[src/pins_pkg.sv]
package pins_pkg;

	// ************************************************
	// sizes and encodings
	// ************************************************
	localparam int          NUM_XCVR        = 4;
	localparam int          LIC_W           = 8;
	localparam int          PD_BIT          = 0;
	localparam logic [1:0]  STYLE_SPLIT     = 2'h0;
	localparam logic [1:0]  STYLE_DSTROBE   = 2'h1;
	localparam logic [7:0]  LIC_RESET       = 8'h00;
	localparam logic [3:0]  SEL_RESET       = 4'h0;

	// ************************************************
	// timing
	// ************************************************
	localparam int          CLK_PERIOD_PS   = 4000;
	localparam int          CLK_LOSS_NS     = 5;
	localparam int          CLK_LOSS_UNIT   = 1000;
	localparam int          LOSS_CYC_INT    = (CLK_LOSS_NS * CLK_LOSS_UNIT * 1000 + CLK_PERIOD_PS - 1)
	                                          / CLK_PERIOD_PS;
	localparam int          CNT_W           = 11;
	localparam logic [10:0] LOSS_CYCLES     = LOSS_CYC_INT[10:0];

	// ************************************************
	// carriers
	// ************************************************
	typedef struct packed {
		logic sync_search;
		logic transmit_line_clock;
	} xcvr_in_t;

	typedef struct packed {
		logic [7:0] line_iface_ctrl_one;
		logic [3:0] monitor_select_bit;
	} cfg_t;

	typedef struct packed {
		logic tx_overflow;
		logic rx_overflow;
		logic tx_at_high_wm;
		logic rx_at_high_wm;
	} queue_in_t;

	typedef struct packed {
		logic split_strobes;
		logic data_strobe;
		logic reserved_code;
	} bus_style_t;

endpackage

[src/reset_mode_status_pins.sv]
`timescale 1ns/1ps
`default_nettype none

module reset_mode_status_pins (
	input  wire logic                                    clock_i,
	input  wire logic                                    nrst_i,
	input  wire logic                                    test_reset_pin_i,
	input  wire logic                                    tx_power_down_pin_i,
	input  wire logic [1:0]                              bus_style_strap_i,
	input  wire logic                                    cfg_wr_i,
	input  wire pins_pkg::cfg_t                          cfg_i,
	input  wire pins_pkg::xcvr_in_t [3:0]                xcvr_i,
	input  wire pins_pkg::queue_in_t                     queue_i,
	output var  pins_pkg::cfg_t                          cfg_o,
	output var  pins_pkg::bus_style_t                    bus_style_o,
	output logic [3:0]                                   tx_power_down_o,
	output logic [3:0]                                   sync_or_clock_loss_out_o,
	output logic [3:0]                                   sync_or_clock_loss_oe_o,
	output logic                                         queue_overflow_out_o,
	output logic                                         queue_overflow_oe_o,
	output logic                                         ctrl_port_oe_o,
	output logic                                         int_rst_n_o
);

	// ************************************************
	// reset synchroniser
	// ************************************************
	// chip reset is asserted at once, released two edges later
	logic rst_meta_r;
	logic rst_sync_r;
	logic int_rst;

	always_ff @(posedge clock_i) begin
		if (!nrst_i) begin
			rst_meta_r <= 1'b0;
			rst_sync_r <= 1'b0;
		end else begin
			rst_meta_r <= 1'b1;
			rst_sync_r <= rst_meta_r;
		end
	end

	// nrst_i folded in so assertion is not delayed by the sync
	assign int_rst = !nrst_i || !rst_sync_r;

	always_ff @(posedge clock_i) begin
		if (!nrst_i)
			int_rst_n_o <= 1'b0;
		else
			int_rst_n_o <= rst_sync_r;
	end

	// ************************************************
	// test/reset pin
	// ************************************************
	logic tst_prev_r;
	logic tst_rise;

	always_ff @(posedge clock_i) begin
		if (int_rst)
			tst_prev_r <= 1'b0;
		else
			tst_prev_r <= test_reset_pin_i;
	end

	assign tst_rise = test_reset_pin_i && !tst_prev_r;

	// ************************************************
	// transceiver configuration registers
	// ************************************************
	logic [7:0] lic_r;
	logic [7:0] lic_nxt;
	logic [3:0] sel_r;
	logic [3:0] sel_nxt;

	// test reset wins over a write landing in the same cycle
	assign lic_nxt = tst_rise ? pins_pkg::LIC_RESET
	               : cfg_wr_i ? cfg_i.line_iface_ctrl_one : lic_r;
	assign sel_nxt = tst_rise ? pins_pkg::SEL_RESET
	               : cfg_wr_i ? cfg_i.monitor_select_bit : sel_r;

	always_ff @(posedge clock_i) begin
		if (int_rst) begin
			lic_r <= pins_pkg::LIC_RESET;
			sel_r <= pins_pkg::SEL_RESET;
		end else begin
			lic_r <= lic_nxt;
			sel_r <= sel_nxt;
		end
	end

	assign cfg_o.line_iface_ctrl_one = lic_r;
	assign cfg_o.monitor_select_bit  = sel_r;

	// ************************************************
	// output enables
	// ************************************************
	logic oe_nxt;

	assign oe_nxt = !test_reset_pin_i;

	always_ff @(posedge clock_i) begin
		if (int_rst) begin
			ctrl_port_oe_o          <= 1'b0;
			queue_overflow_oe_o     <= 1'b0;
			sync_or_clock_loss_oe_o <= 4'h0;
		end else begin
			ctrl_port_oe_o          <= oe_nxt;
			queue_overflow_oe_o     <= oe_nxt;
			sync_or_clock_loss_oe_o <= {pins_pkg::NUM_XCVR{oe_nxt}};
		end
	end

	// ************************************************
	// bus style strap
	// ************************************************
	// reserved codes are flagged, neither style selected
	function automatic pins_pkg::bus_style_t decode_style(input logic [1:0] code);
		pins_pkg::bus_style_t s;
		s.split_strobes = (code == pins_pkg::STYLE_SPLIT);
		s.data_strobe   = (code == pins_pkg::STYLE_DSTROBE);
		s.reserved_code = !s.split_strobes && !s.data_strobe;
		return s;
	endfunction

	pins_pkg::bus_style_t style_nxt;

	assign style_nxt = decode_style(bus_style_strap_i);

	always_ff @(posedge clock_i) begin
		if (int_rst)
			bus_style_o <= decode_style(pins_pkg::STYLE_SPLIT);
		else
			bus_style_o <= style_nxt;
	end

	// ************************************************
	// transmit power-down
	// ************************************************
	// either source powers the drivers down
	logic pd_nxt;

	assign pd_nxt = tx_power_down_pin_i || lic_r[pins_pkg::PD_BIT];

	always_ff @(posedge clock_i) begin
		if (int_rst)
			tx_power_down_o <= 4'h0;
		else
			tx_power_down_o <= {pins_pkg::NUM_XCVR{pd_nxt}};
	end

	// ************************************************
	// per transceiver sync / clock loss
	// ************************************************
	genvar g;
	generate
		for (g = 0; g < pins_pkg::NUM_XCVR; g++) begin : g_xcvr
			logic        clk_prev_r;
			logic [10:0] idle_cnt_r;
			logic [10:0] idle_cnt_nxt;
			logic        toggled;
			logic        clk_lost;
			logic        loss_nxt;

			assign toggled  = xcvr_i[g].transmit_line_clock != clk_prev_r;
			// counter saturates so a dead clock stays reported
			assign clk_lost = idle_cnt_r >= pins_pkg::LOSS_CYCLES;
			assign idle_cnt_nxt = toggled ? 11'h000
			                    : clk_lost ? idle_cnt_r : idle_cnt_r + 11'h001;
			assign loss_nxt = sel_r[g] ? clk_lost
			                : xcvr_i[g].sync_search;

			always_ff @(posedge clock_i) begin
				if (int_rst) begin
					clk_prev_r                  <= 1'b0;
					idle_cnt_r                  <= 11'h000;
					sync_or_clock_loss_out_o[g] <= 1'b0;
				end else begin
					clk_prev_r                  <= xcvr_i[g].transmit_line_clock;
					idle_cnt_r                  <= idle_cnt_nxt;
					sync_or_clock_loss_out_o[g] <= loss_nxt;
				end
			end
		end
	endgenerate

	// ************************************************
	// queue overflow
	// ************************************************
	// per queue flag; an overflow in the clearing cycle wins
	logic tx_ovf_r;
	logic rx_ovf_r;
	logic tx_ovf_nxt;
	logic rx_ovf_nxt;

	assign tx_ovf_nxt = queue_i.tx_overflow
	                 || (tx_ovf_r && !queue_i.tx_at_high_wm);
	assign rx_ovf_nxt = queue_i.rx_overflow
	                 || (rx_ovf_r && !queue_i.rx_at_high_wm);

	always_ff @(posedge clock_i) begin
		if (int_rst) begin
			tx_ovf_r             <= 1'b0;
			rx_ovf_r             <= 1'b0;
			queue_overflow_out_o <= 1'b0;
		end else begin
			tx_ovf_r             <= tx_ovf_nxt;
			rx_ovf_r             <= rx_ovf_nxt;
			queue_overflow_out_o <= tx_ovf_nxt || rx_ovf_nxt;
		end
	end

endmodule

`default_nettype wire

[config.mk]
export PLATFORM = sky130hd
export DESIGN_NAME = reset_mode_status_pins
export DESIGN_NICKNAME = d
export VERILOG_FILES = /design/src/pins_pkg.sv /design/src/reset_mode_status_pins.sv
export SDC_FILE = /design/constraint.sdc
export NUM_CORES = 1
export LEC_CHECK = 0
export ABC_AREA = 1
export BUFFER_PORTS_ARGS = -buffer_cell sky130_fd_sc_hd__buf_4
export CAP_MARGIN = 10
export CELL_PAD_IN_SITES_DETAIL_PLACEMENT = 1
export CELL_PAD_IN_SITES_GLOBAL_PLACEMENT = 1
export CORE_AREA = 2 2 85 119
export DETAILED_ROUTE_END_ITERATION = 10
export DIE_AREA = 0 0 87 121
export GPL_TIMING_DRIVEN = 1
export PLACE_DENSITY = 0.73
export SKIP_CTS_REPAIR_TIMING = 1
export SYNTH_ARGS = -nofsm -noshare
export SYNTH_HDL_FRONTEND = slang
export SYNTH_SLANG_ARGS = --single-unit
[constraint.sdc]
create_clock -name clock_i -period 1.4 [get_ports clock_i]
set_input_delay 0.21 -clock clock_i [delete_from_list [all_inputs] [get_ports clock_i]]
set_output_delay 0.21 -clock clock_i [all_outputs]
set_load 0.02 [all_outputs]
Word level (Yosys, flattened, before mapping):

Cells that the tools add are included.

* add/sub/neg operators: 4
* multiply operators: 0
* divide/modulo/power cells: 0
* magnitude comparators: 4
* eq/ne operators: 5
* shift operators: 0
* mux-type cells: 5
* bitwise operators: 0
* reduce and logical (&&, ||, !) cells: 23

Operators by type and width (count)
* adder 11 x 1 -> 11 bit (second input constant): 4
* greater-or-equal comparator 11 bit (second input constant): 4
* OR reduction 2 bit: 5
* logical NOT 1 bit: 8
* logical OR 1 bit: 5
* two-way mux 1 bit: 5
* logical AND 1 bit: 4
* != test 1 bit: 4
* == test 2 x 1 -> 1 bit (second input constant): 1
* logical NOT 2 bit: 1

* bits in registers: 77
* bits in latches: 0
* memory bits (writable): 0
* bits in read-only memories: 0
* input port bits: 31
* output and inout port bits: 31
* word-level logic and storage cells: 68
* memories kept: 0

Depth between registers and ports, before layout:

Gate-level depths: netlist of run 1.

* depth in word-level cells: 4
* depth in mapped cells: 11
* mapped depth without buffers: 9

Worst setup path before layout of run 1:

Ideal clock, no wire load.

* kind: flip-flop to flip-flop
* start point: reg g_xcvr[2].idle_cnt_r[0]
* end point: reg sync_or_clock_loss_out_o[2]
* setup time: 0.115 ns
* arrival: 1.145 ns
* required time: 1.285 ns
* setup slack: 0.140 ns
* stages on the path, launching flop included: 8
* buffers on the path: 0
* period minus slack after synthesis: 1.260 ns
* cell sequence: dfxtp_1 inv_1 ha_1 nor3b_1 nand3_1 nand2_1 o21ai_0 inv_1

* cells in the longest elaborated chain, start to end: 2

RTL lines
* start: declaration: line reset_mode_status_pins.sv:159 `logic [10:0] idle_cnt_r;`
* start signal: assignment: line reset_mode_status_pins.sv:180 `idle_cnt_r <= idle_cnt_nxt;`
* greater-or-equal comparator 11 bit: line reset_mode_status_pins.sv:167 `assign clk_lost = idle_cnt_r >= pins_pkg::LOSS_CYCLES;`
* two-way mux 1 bit: line reset_mode_status_pins.sv:170 `assign loss_nxt = sel_r[g] ? clk_lost`
* end signal: indexed assignment: line reset_mode_status_pins.sv:181 `sync_or_clock_loss_out_o[g] <= loss_nxt;`
* end: declaration: line reset_mode_status_pins.sv:17 `output logic [3:0] sync_or_clock_loss_out_o,`

No other way between the ends.
A chain may end at the register's enable or synchronous reset.

Worst setup path in the final report of run 1:

* start point: reg g_xcvr[3].idle_cnt_r[0]
* end point: reg g_xcvr[3].idle_cnt_r[1]

* cells in the longest elaborated chain, start to end: 1
* elaborated cells on any way between the ends: 2
* those cells by class: 1 x add/sub; 1 x order compare

RTL lines (line)
* start: declaration: reset_mode_status_pins.sv:159
* start signal: assignment: reset_mode_status_pins.sv:180
* adder 11 x 1 -> 11 bit or greater-or-equal comparator 11 bit (tied branches): reset_mode_status_pins.sv:169, reset_mode_status_pins.sv:167

Parallel ways exist; a longest one is shown, timed or not.

==> results of run 1 <==
flip-flops by register name (all words and copies together), names as in the netlist:
register	count
ctrl_port_oe_o	1
tx_ovf_r	1
bus_style_o	3
sync_or_clock_loss_out_o	4
rst_meta_r	1
g_xcvr.clk_prev_r	4
queue_overflow_out_o	1
int_rst_n_o	1
rx_ovf_r	1
sel_r	4
lic_r	8
rst_sync_r	1
tx_power_down_o	1
tst_prev_r	1
g_xcvr.idle_cnt_r	44
cell usage in the layout (no fill, tap or decap), drive strengths merged:
cell         netlist  routed
nand2            132     133
nor2             114     114
buf               17      87
dfxtp             76      76
inv               65      65
nand3             46      46
a21oi             43      43
nor3              20      20
clkbuf             3      12
ha                 8       8
o21ai              7       7
xor2               4       4
bufinv             0       2
clkinv             0       2
nor3b              1       1
a31oi              1       1
dlygate4sd3        0       1
logic make-up (layout without fill, tap and decap cells):
group	count (synthesis)	after routing	synth area share [%]
buf+inv	85	169	10.7
flops	76	76	42.1
compound gates	51	51	7.10
fa+ha+maj	8	8	2.77
simple gates	313	314	36.3
xor+xnor	4	4	0.970
power by group:
| part | internal [uW] | switching [uW] | total (uW) |
|---|---|---|---|
| logic | 120 | 130 | 250 |
| clock network | 1700 | 904 | 2600 |
| registers | 2190 | 14.1 | 2200 |
| total | 4010 | 1050 | 5060 |
routing by layer:
metal,track usage (%),vias up,part of all wire (%)
met5,0,-,0
met3,3.95,12,2.8
met1,20.6,1720,39
met4,8.01,0,2.0
li1,-,1830,-
met2,37.4,36,57
final cells by class:
| class | instances | area [um^2] |
|---|---|---|
| Clock buffer | 12 | 267 |
| Clock inverter | 4 | 70.1 |
| Fill cell | 1194 | 4630 |
| Inverter | 65 | 244 |
| Multi-Input combinational cell | 377 | 1840 |
| Sequential cell | 76 | 1540 |
| Tap cell | 110 | 138 |
| Timing Repair Buffer | 88 | 676 |
metrics by stage:
stage / instance area, um^2 / power [uW] / worst slack, ns
2_1_floorplan: 3610 / 2370 / 0.140
3_3_place_gp: 4250 / 2490 / -0.00519
3_5_place_dp: 4250 / 2500 / -0.0689
4_1_cts: 4590 / 5130 / -0.0920
5_1_grt: 4770 / 5250 / -0.0605
6_report: 4770 / 5060 / 0.0506
worst register-to-register path, stage by stage (launching register included):
cell     delay, ns
dfxtp_2       0.33
inv_2         0.08
ha_1          0.16
nand2_1       0.07
nor3_2        0.14
nand3_2       0.13
buf_4         0.16
nand3_1       0.08
a21oi_1       0.08
Yosys cell counts:
library cell and number:
a21oi_1 43, a31oi_1 1, buf_2 4, buf_4 9, buf_6 4, clkbuf_1 3
dfxtp_1 76, ha_1 8, inv_1 65, nand2_1 129, nand2_2 2, nand2_4 1
nand3_1 45, nand3_2 1, nor2_1 114, nor3_1 16, nor3_2 2, nor3_4 2
nor3b_1 1, o21ai_0 7, xor2_1 4
final timing paths:
path	endpoint	slack, ns	from	cells after the start
worst min register to register	rst_sync_r$_SDFF_PN0_	0.42	rst_meta_r$_DFF_P_	2
worst min-delay path	ctrl_port_oe_o$_SDFF_PP0_	0.05	test_reset_pin_i	2
worst max-delay path	g_xcvr[3].idle_cnt_r[1]$_SDFFE_PP0N_	0.05	g_xcvr[3].idle_cnt_r[0]$_SDFFE_PP0N_	8
worst max register to register	g_xcvr[3].idle_cnt_r[1]$_SDFFE_PP0N_	0.05	g_xcvr[3].idle_cnt_r[0]$_SDFFE_PP0N_	8
==> reports/qor.txt, run 1 <==
status: finished clean
Core Region: 0.00941 mm^2
sequential fraction of the synthesis area: 42.1%
antenna cell count: 0
DRT iter0 DRCs: 87
Final Hold Slack: 0.0488 ns
Final min period: 1.35 ns
port buffer count: 61
worst path arrival time: 1.56 ns
final setup vio count: 0
slowest CP cell: dfxtp_2
cells after synthesis: 537
RD Place Congestion: 0.883
Post-Route WL: 10.1 mm
Slew HR: 78.5%
Avg Inst Size Synth: 6.73 um^2
# clock sinks: 76
DRT antenna net count: 0
YS warnings: 0
vias per std cell: 4.92
CTS tree: built
Mapped Area: 0.00361 mm^2
first drt pass iteration count: 4
FMAX: 0.741 GHz
initial core utilization: 38.4%
delay-heaviest family, CP: simple AND/OR/NAND/NOR gates
Final HPWL DP: 7.50 mm
initial antenna violation count: 0
grt total ovfl: 0
Root Driver: clkbuf_16
Core Util, Final: 50.7%
CTS Buf Count: 9
crit end category: flip-flop
Reg clk slew, reported paths: 0.06 ns
row cnt: 42
hold crit path type: primary input to flip-flop
# IOs: 62
Worst path max stage delay: 0.33 ns
Pwr Density: 1060 mW/mm^2
die area: 0.0105 mm^2
Yosys cell types: 21
Final Hold Viols: 0
fin cells: 732
layout cell share with drive strength beyond 1: 24.8%
H-Tree Depth: 3
Yosys top cell by area: dfxtp_1
Nets: 656
worst path bufs/invs: 2
placed instance count: 711
Fin Setup TNS: 0 ns
Pleak: 0.00208 uW
Syn Nets: 576
Synth-to-Final Area Change: 32.1%
crit-path cells: inv_2 > ha_1 > nand2_1 > nor3_2 > nand3_2 > buf_4 > nand3_1 > a21oi_1
RSZ-0062 raised after global routing: yes
Synth Register Bits: 76
crit share post-route: 96.4%
Tot GR Track Use: 19.8%
Area contributors post-synth: dfxtp_1 42%, nand2_1 13%, nor2_1 12%
Worst Max-Slew Pin Slew: 0.322 ns
CP Launch Type: flip-flop
clk buf depth: 2
Worst-Skew Late Latency: 0.34 ns
crit-path max FO: 3
Die W: 87 um
Worst EP required: 1.61 ns
maxcap violations: 0
post-DR wirelength/cell: 13.7 um
first-pass GRT wire length: 16.4 mm
worst vdd ir: 559 uV
DRC Markers: 0
vias in the first global route: 3,667
Slew Viols, Final: 0
Synth top area share: 42.1%
clk_skew: 0.00712 ns
Die Height: 121 um
critical path class: flip-flop to flip-flop
pin count of the biggest net entering global routing: 18
via count: 3,598
No activity file was read; power rests on OpenSTA's default activity.
==> inputs of run 2 (changes only) <==
--- a/config.mk
+++ b/config.mk
@@ -15,7 +15,9 @@
 export DIE_AREA = 0 0 87 121
 export GPL_TIMING_DRIVEN = 1
 export PLACE_DENSITY = 0.73
+export RECOVER_POWER = 50
 export SKIP_CTS_REPAIR_TIMING = 1
 export SYNTH_ARGS = -nofsm -noshare
 export SYNTH_HDL_FRONTEND = slang
 export SYNTH_SLANG_ARGS = --single-unit
+export TNS_END_PERCENT = 50
==> reports/qor.txt, run 2 (synthesis gave the netlist of run 1 again) <==
layout cell share with drive strength beyond 1: 19.5%
Slew Viols, Final: 0
DRC Markers: 0
crit-path max FO: 3
crit share post-route: 96.1%
commonest non-fill, non-tap cells in the layout: 123 x nand2_1, 107 x nor2_1, 64 x dfxtp_1
Nets: 656
fin cells: 732
CTS Buf Count: 9
delay-heaviest family, CP: simple AND/OR/NAND/NOR gates
initial antenna violation count: 0
crit-path cells: inv_2 > ha_1 > nand2_1 > nor3_2 > nand3_2 > buf_4 > nand3_1 > a21oi_1
Tot GR Track Use: 19.8%
Levels on crit path: 8
Final Hold Slack: 0.0461 ns
final setup vio count: 0
DRT iter0 DRCs: 87
Post-Route WL: 10.0 mm
RSZ-0062 raised after global routing: yes
most common cell after layout, fill and taps aside: nand2_1
maxcap violations: 0
Slew HR: 77.2%
hold crit path type: primary input to flip-flop
first drt pass iteration count: 4
slowest CP cell: dfxtp_2
Place WS: -0.0689 ns
via count: 3,589
status: finished clean
hold path start: test_reset_pin_i
RD Place Congestion: 0.883
initial core utilization: 38.4%
worst path arrival time: 1.56 ns
row cnt: 42
Final Hold Viols: 0
footprint of the multi-input gates: 0.00184 mm^2
# clock sinks: 76
Core Util, Final: 49.4%
Final min period: 1.35 ns
die area: 0.0105 mm^2
Reg-to-Reg End: g_xcvr[3].idle_cnt_r[1]$_SDFFE_PP0N_
first-pass GRT wire length: 16.4 mm
biggest regs: g_xcvr.idle_cnt_r (44), lic_r (8)
Die W: 87 um
Worst-Skew Late Latency: 0.34 ns
vias per std cell: 4.90
worst path bufs/invs: 2
Hold Path Depth: 2
r2r startpoint: g_xcvr[3].idle_cnt_r[0]$_SDFFE_PP0N_
CTS tree: built
critical path class: flip-flop to flip-flop
# IOs: 62
worst vdd ir: 566 uV
Worst path max stage delay: 0.33 ns
Die Height: 121 um
Root Driver: clkbuf_16
Pleak: 0.00195 uW
register cell area after layout: 0.00154 mm^2
Fillers: 1,215
vias in the first global route: 3,667
Worst Hold Path EP: ctrl_port_oe_o$_SDFF_PP0_
CP Launch Type: flip-flop
Core Region: 0.00941 mm^2
antenna cell count: 0
Worst Max-Slew Pin Slew: 0.343 ns
Top reg by flops: g_xcvr.idle_cnt_r
Worst EP required: 1.62 ns
Synth-to-Final Area Change: 28.7%
FMAX: 0.743 GHz
max reg flops: 44
H-Tree Depth: 3
clk buf depth: 2
Pwr Density: 1080 mW/mm^2
DRT antenna net count: 0
flop2flop setup slack: 0.05 ns
placed instance count: 711
clk_skew: 0.00641 ns
grt total ovfl: 0
pin count of the biggest net entering global routing: 18
crit end category: flip-flop
R2R depth: 8
Reg clk slew, reported paths: 0.06 ns
post-DR wirelength/cell: 13.7 um
port buffer count: 61
Final HPWL DP: 7.50 mm
final worst setup slack: 0.0544 ns
==> run 2: cell count changes in the layout (fill, tap and decap cells not counted), sizes merged <==
cell    previous run  this run
buf               87        55
clkbuf            12        44
==> run 2: where the power goes <==
group	internal (uW)	total [uW]	switching, uW
sequential	2190	2200	13.4
combinational	103	233	130
clock	1700	2600	903
total	3990	5040	1050
==> run 2: metal layers <==
layer,wire length (um),vias up,GRT usage [%]
met4,205,0,8.01
met1,3870,1706,20.6
met3,272,14,3.95
met2,5670,39,37.4
li1,-,1830,-
met5,0,-,0
==> run 2: cell type report <==
class	count	area share, %
Clock buffer	12	5.73
Clock inverter	4	1.51
Inverter	65	5.25
Multi-Input combinational cell	377	39.5
Sequential cell	76	33.1
Tap cell	110	2.96
Timing Repair Buffer	88	12.0
==> run 2: per-stage QoR <==
stage          power (uW)  instance area [um^2]  setup TNS, ns
3_5_place_dp         2500                  4250         -0.307
3_3_place_gp         2490                  4250       -0.00519
5_1_grt              5230                  4650         -0.345
2_1_floorplan        2370                  3610              0
6_report             5040                  4650              0
4_1_cts              5130                  4590         -0.597
==> run 2: how the worst max path moves through the flow <==
stage | from | end | slack, ns
final | g_xcvr[3].idle_cnt_r[0]$_SDFFE_PP0N_ | g_xcvr[3].idle_cnt_r[1]$_SDFFE_PP0N_ | 0.05
after global routing | g_xcvr[0].idle_cnt_r[6]$_SDFFE_PP0N_ | g_xcvr[0].idle_cnt_r[6]$_SDFFE_PP0N_ | -0.06
after CTS | g_xcvr[0].idle_cnt_r[1]$_SDFFE_PP0N_ | g_xcvr[0].idle_cnt_r[0]$_SDFFE_PP0N_ | -0.09
after detailed placement | g_xcvr[0].idle_cnt_r[1]$_SDFFE_PP0N_ | g_xcvr[0].idle_cnt_r[0]$_SDFFE_PP0N_ | -0.07
after global placement | g_xcvr[0].idle_cnt_r[0]$_SDFFE_PP0N_ | sync_or_clock_loss_out_o[0]$_SDFF_PP0_ | -0.005
after floorplan | g_xcvr[2].idle_cnt_r[0]$_SDFFE_PP0N_ | sync_or_clock_loss_out_o[2]$_SDFF_PP0_ | 0.14
==> inputs of run 3 (changes only) <==
--- a/config.mk
+++ b/config.mk
@@ -14,6 +14,7 @@
 export DETAILED_ROUTE_END_ITERATION = 10
 export DIE_AREA = 0 0 87 121
 export GPL_TIMING_DRIVEN = 1
+export HOLD_SLACK_MARGIN = 0.12
 export PLACE_DENSITY = 0.73
 export RECOVER_POWER = 50
 export SKIP_CTS_REPAIR_TIMING = 1
==> reports/qor.txt, run 3 (synthesis gave the netlist of run 1 again) <==
status: finished clean
Nets: 662
vias per std cell: 4.91
Core Region: 0.00941 mm^2
CTS Buf Count: 9
Pleak: 0.00198 uW
RD Place Congestion: 0.883
clk_skew: 0.00665 ns
post-DR wirelength/cell: 13.8 um
Post-Route WL: 10.2 mm
grt total ovfl: 0
DRC Markers: 0
FMAX: 0.743 GHz
Worst Max-Slew Pin Slew: 0.346 ns
worst vdd ir: 567 uV
Pwr Density: 1070 mW/mm^2
# clock sinks: 76
sequential share of power: 43.5%
hold crit path type: primary input to flip-flop
crit share post-route: 96.2%
Place WS: -0.0689 ns
Final Hold Slack: 0.110 ns
vias in the first global route: 3,667
Final HPWL DP: 7.50 mm
critical path class: flip-flop to flip-flop
Worst EP required: 1.62 ns
Core Util, Final: 50.1%
Final Hold Viols: 0
Pint: 4000 uW
clk buf depth: 2
crit-path max FO: 3
Die Height: 121 um
Top reg by flops: g_xcvr.idle_cnt_r
final worst setup slack: 0.0534 ns
Synth-to-Final Area Change: 30.4%
max reg flops: 44
commonest non-fill, non-tap cells in the layout: 123 x nand2_1, 107 x nor2_1, 64 x dfxtp_1
crit end category: flip-flop
DRT iter0 DRCs: 82
Hold Path Depth: 3
Sw Pwr: 1050 uW
H-Tree Depth: 3
biggest regs: g_xcvr.idle_cnt_r (44), lic_r (8)
CP Launch Type: flip-flop
initial antenna violation count: 0
Root Driver: clkbuf_16
via count: 3,623
most common cell after layout, fill and taps aside: nand2_1
CTS tree: built
Worst-Skew Late Latency: 0.34 ns
layout cell share with drive strength beyond 1: 19.4%
# IOs: 62
Comb power frac: 4.9%
DRT antenna net count: 0
RSZ-0062 raised after global routing: yes
die area: 0.0105 mm^2
Reg clk slew, reported paths: 0.06 ns
port buffer count: 61
pin count of the biggest net entering global routing: 18
worst path arrival time: 1.56 ns
maxcap violations: 0
clock network power share: 51.6%
Fin Setup TNS: 0 ns
antenna cell count: 0
Tot GR Track Use: 19.8%
final setup vio count: 0
R2R depth: 8
Slew HR: 77.0%
Fillers: 1,209
first drt pass iteration count: 4
Final min period: 1.35 ns
row cnt: 42
Die W: 87 um
Slew Viols, Final: 0
first-pass GRT wire length: 16.4 mm
switching share of total power: 20.9%
initial core utilization: 38.4%
run 3: cell count changes in the layout (fill, tap and decap cells not counted):
cell           change
clkbuf_1           -1
clkbuf_4           +2
dlygate4sd3_1      +6
buf_4              -1
run 3: worst max-delay path: stages (launching register included):
cell	delay [ns]
dfxtp_2	0.33
inv_2	0.08
ha_1	0.16
nand2_1	0.07
nor3_2	0.14
nand3_2	0.13
buf_4	0.16
nand3_1	0.08
a21oi_1	0.08
run 3: area by class of cell:
type	count	area, um^2	share of cell area [%]
multi-input combinational	377	1840	39.0
sequential	76	1540	32.7
timing repair buffer	94	619	13.1
clock buffer	12	267	5.66
inverter	65	244	5.18
tap	110	138	2.92
clock inverter	4	70.1	1.49
run 3: final timing paths:
path / start / to / slack (ns)
max: g_xcvr[3].idle_cnt_r[0]$_SDFFE_PP0N_ / g_xcvr[3].idle_cnt_r[1]$_SDFFE_PP0N_ / 0.05
min: cfg_i[3] / sel_r[3]$_SDFFE_PP0P_ / 0.11
min reg2reg: rst_meta_r$_DFF_P_ / rst_sync_r$_SDFF_PN0_ / 0.42
max reg2reg: g_xcvr[3].idle_cnt_r[0]$_SDFFE_PP0N_ / g_xcvr[3].idle_cnt_r[1]$_SDFFE_PP0N_ / 0.05
run 3: stage by stage:
stage / cells / total power [uW] / instance area, um^2
2_1_floorplan: 537 / 2370 / 3610
3_5_place_dp: 711 / 2500 / 4250
6_report: 738 / 5060 / 4710
3_3_place_gp: 711 / 2490 / 4250
4_1_cts: 727 / 5130 / 4590
5_1_grt: 738 / 5250 / 4710
run 3: power by group through the flow:
stage	registers, uW	clock network (uW)	logic (uW)
floorplan	2260	0	105
global placement	2250	0	243
detailed placement	2250	0	251
CTS	2200	2670	252
global route	2200	2770	278
finish	2200	2610	249
run 3: layer usage:
layer	share of wire, %	GRT usage (%)
met5	0	0
met1	39	20.6
met2	57	37.4
met3	2.7	3.95
met4	2.0	8.01
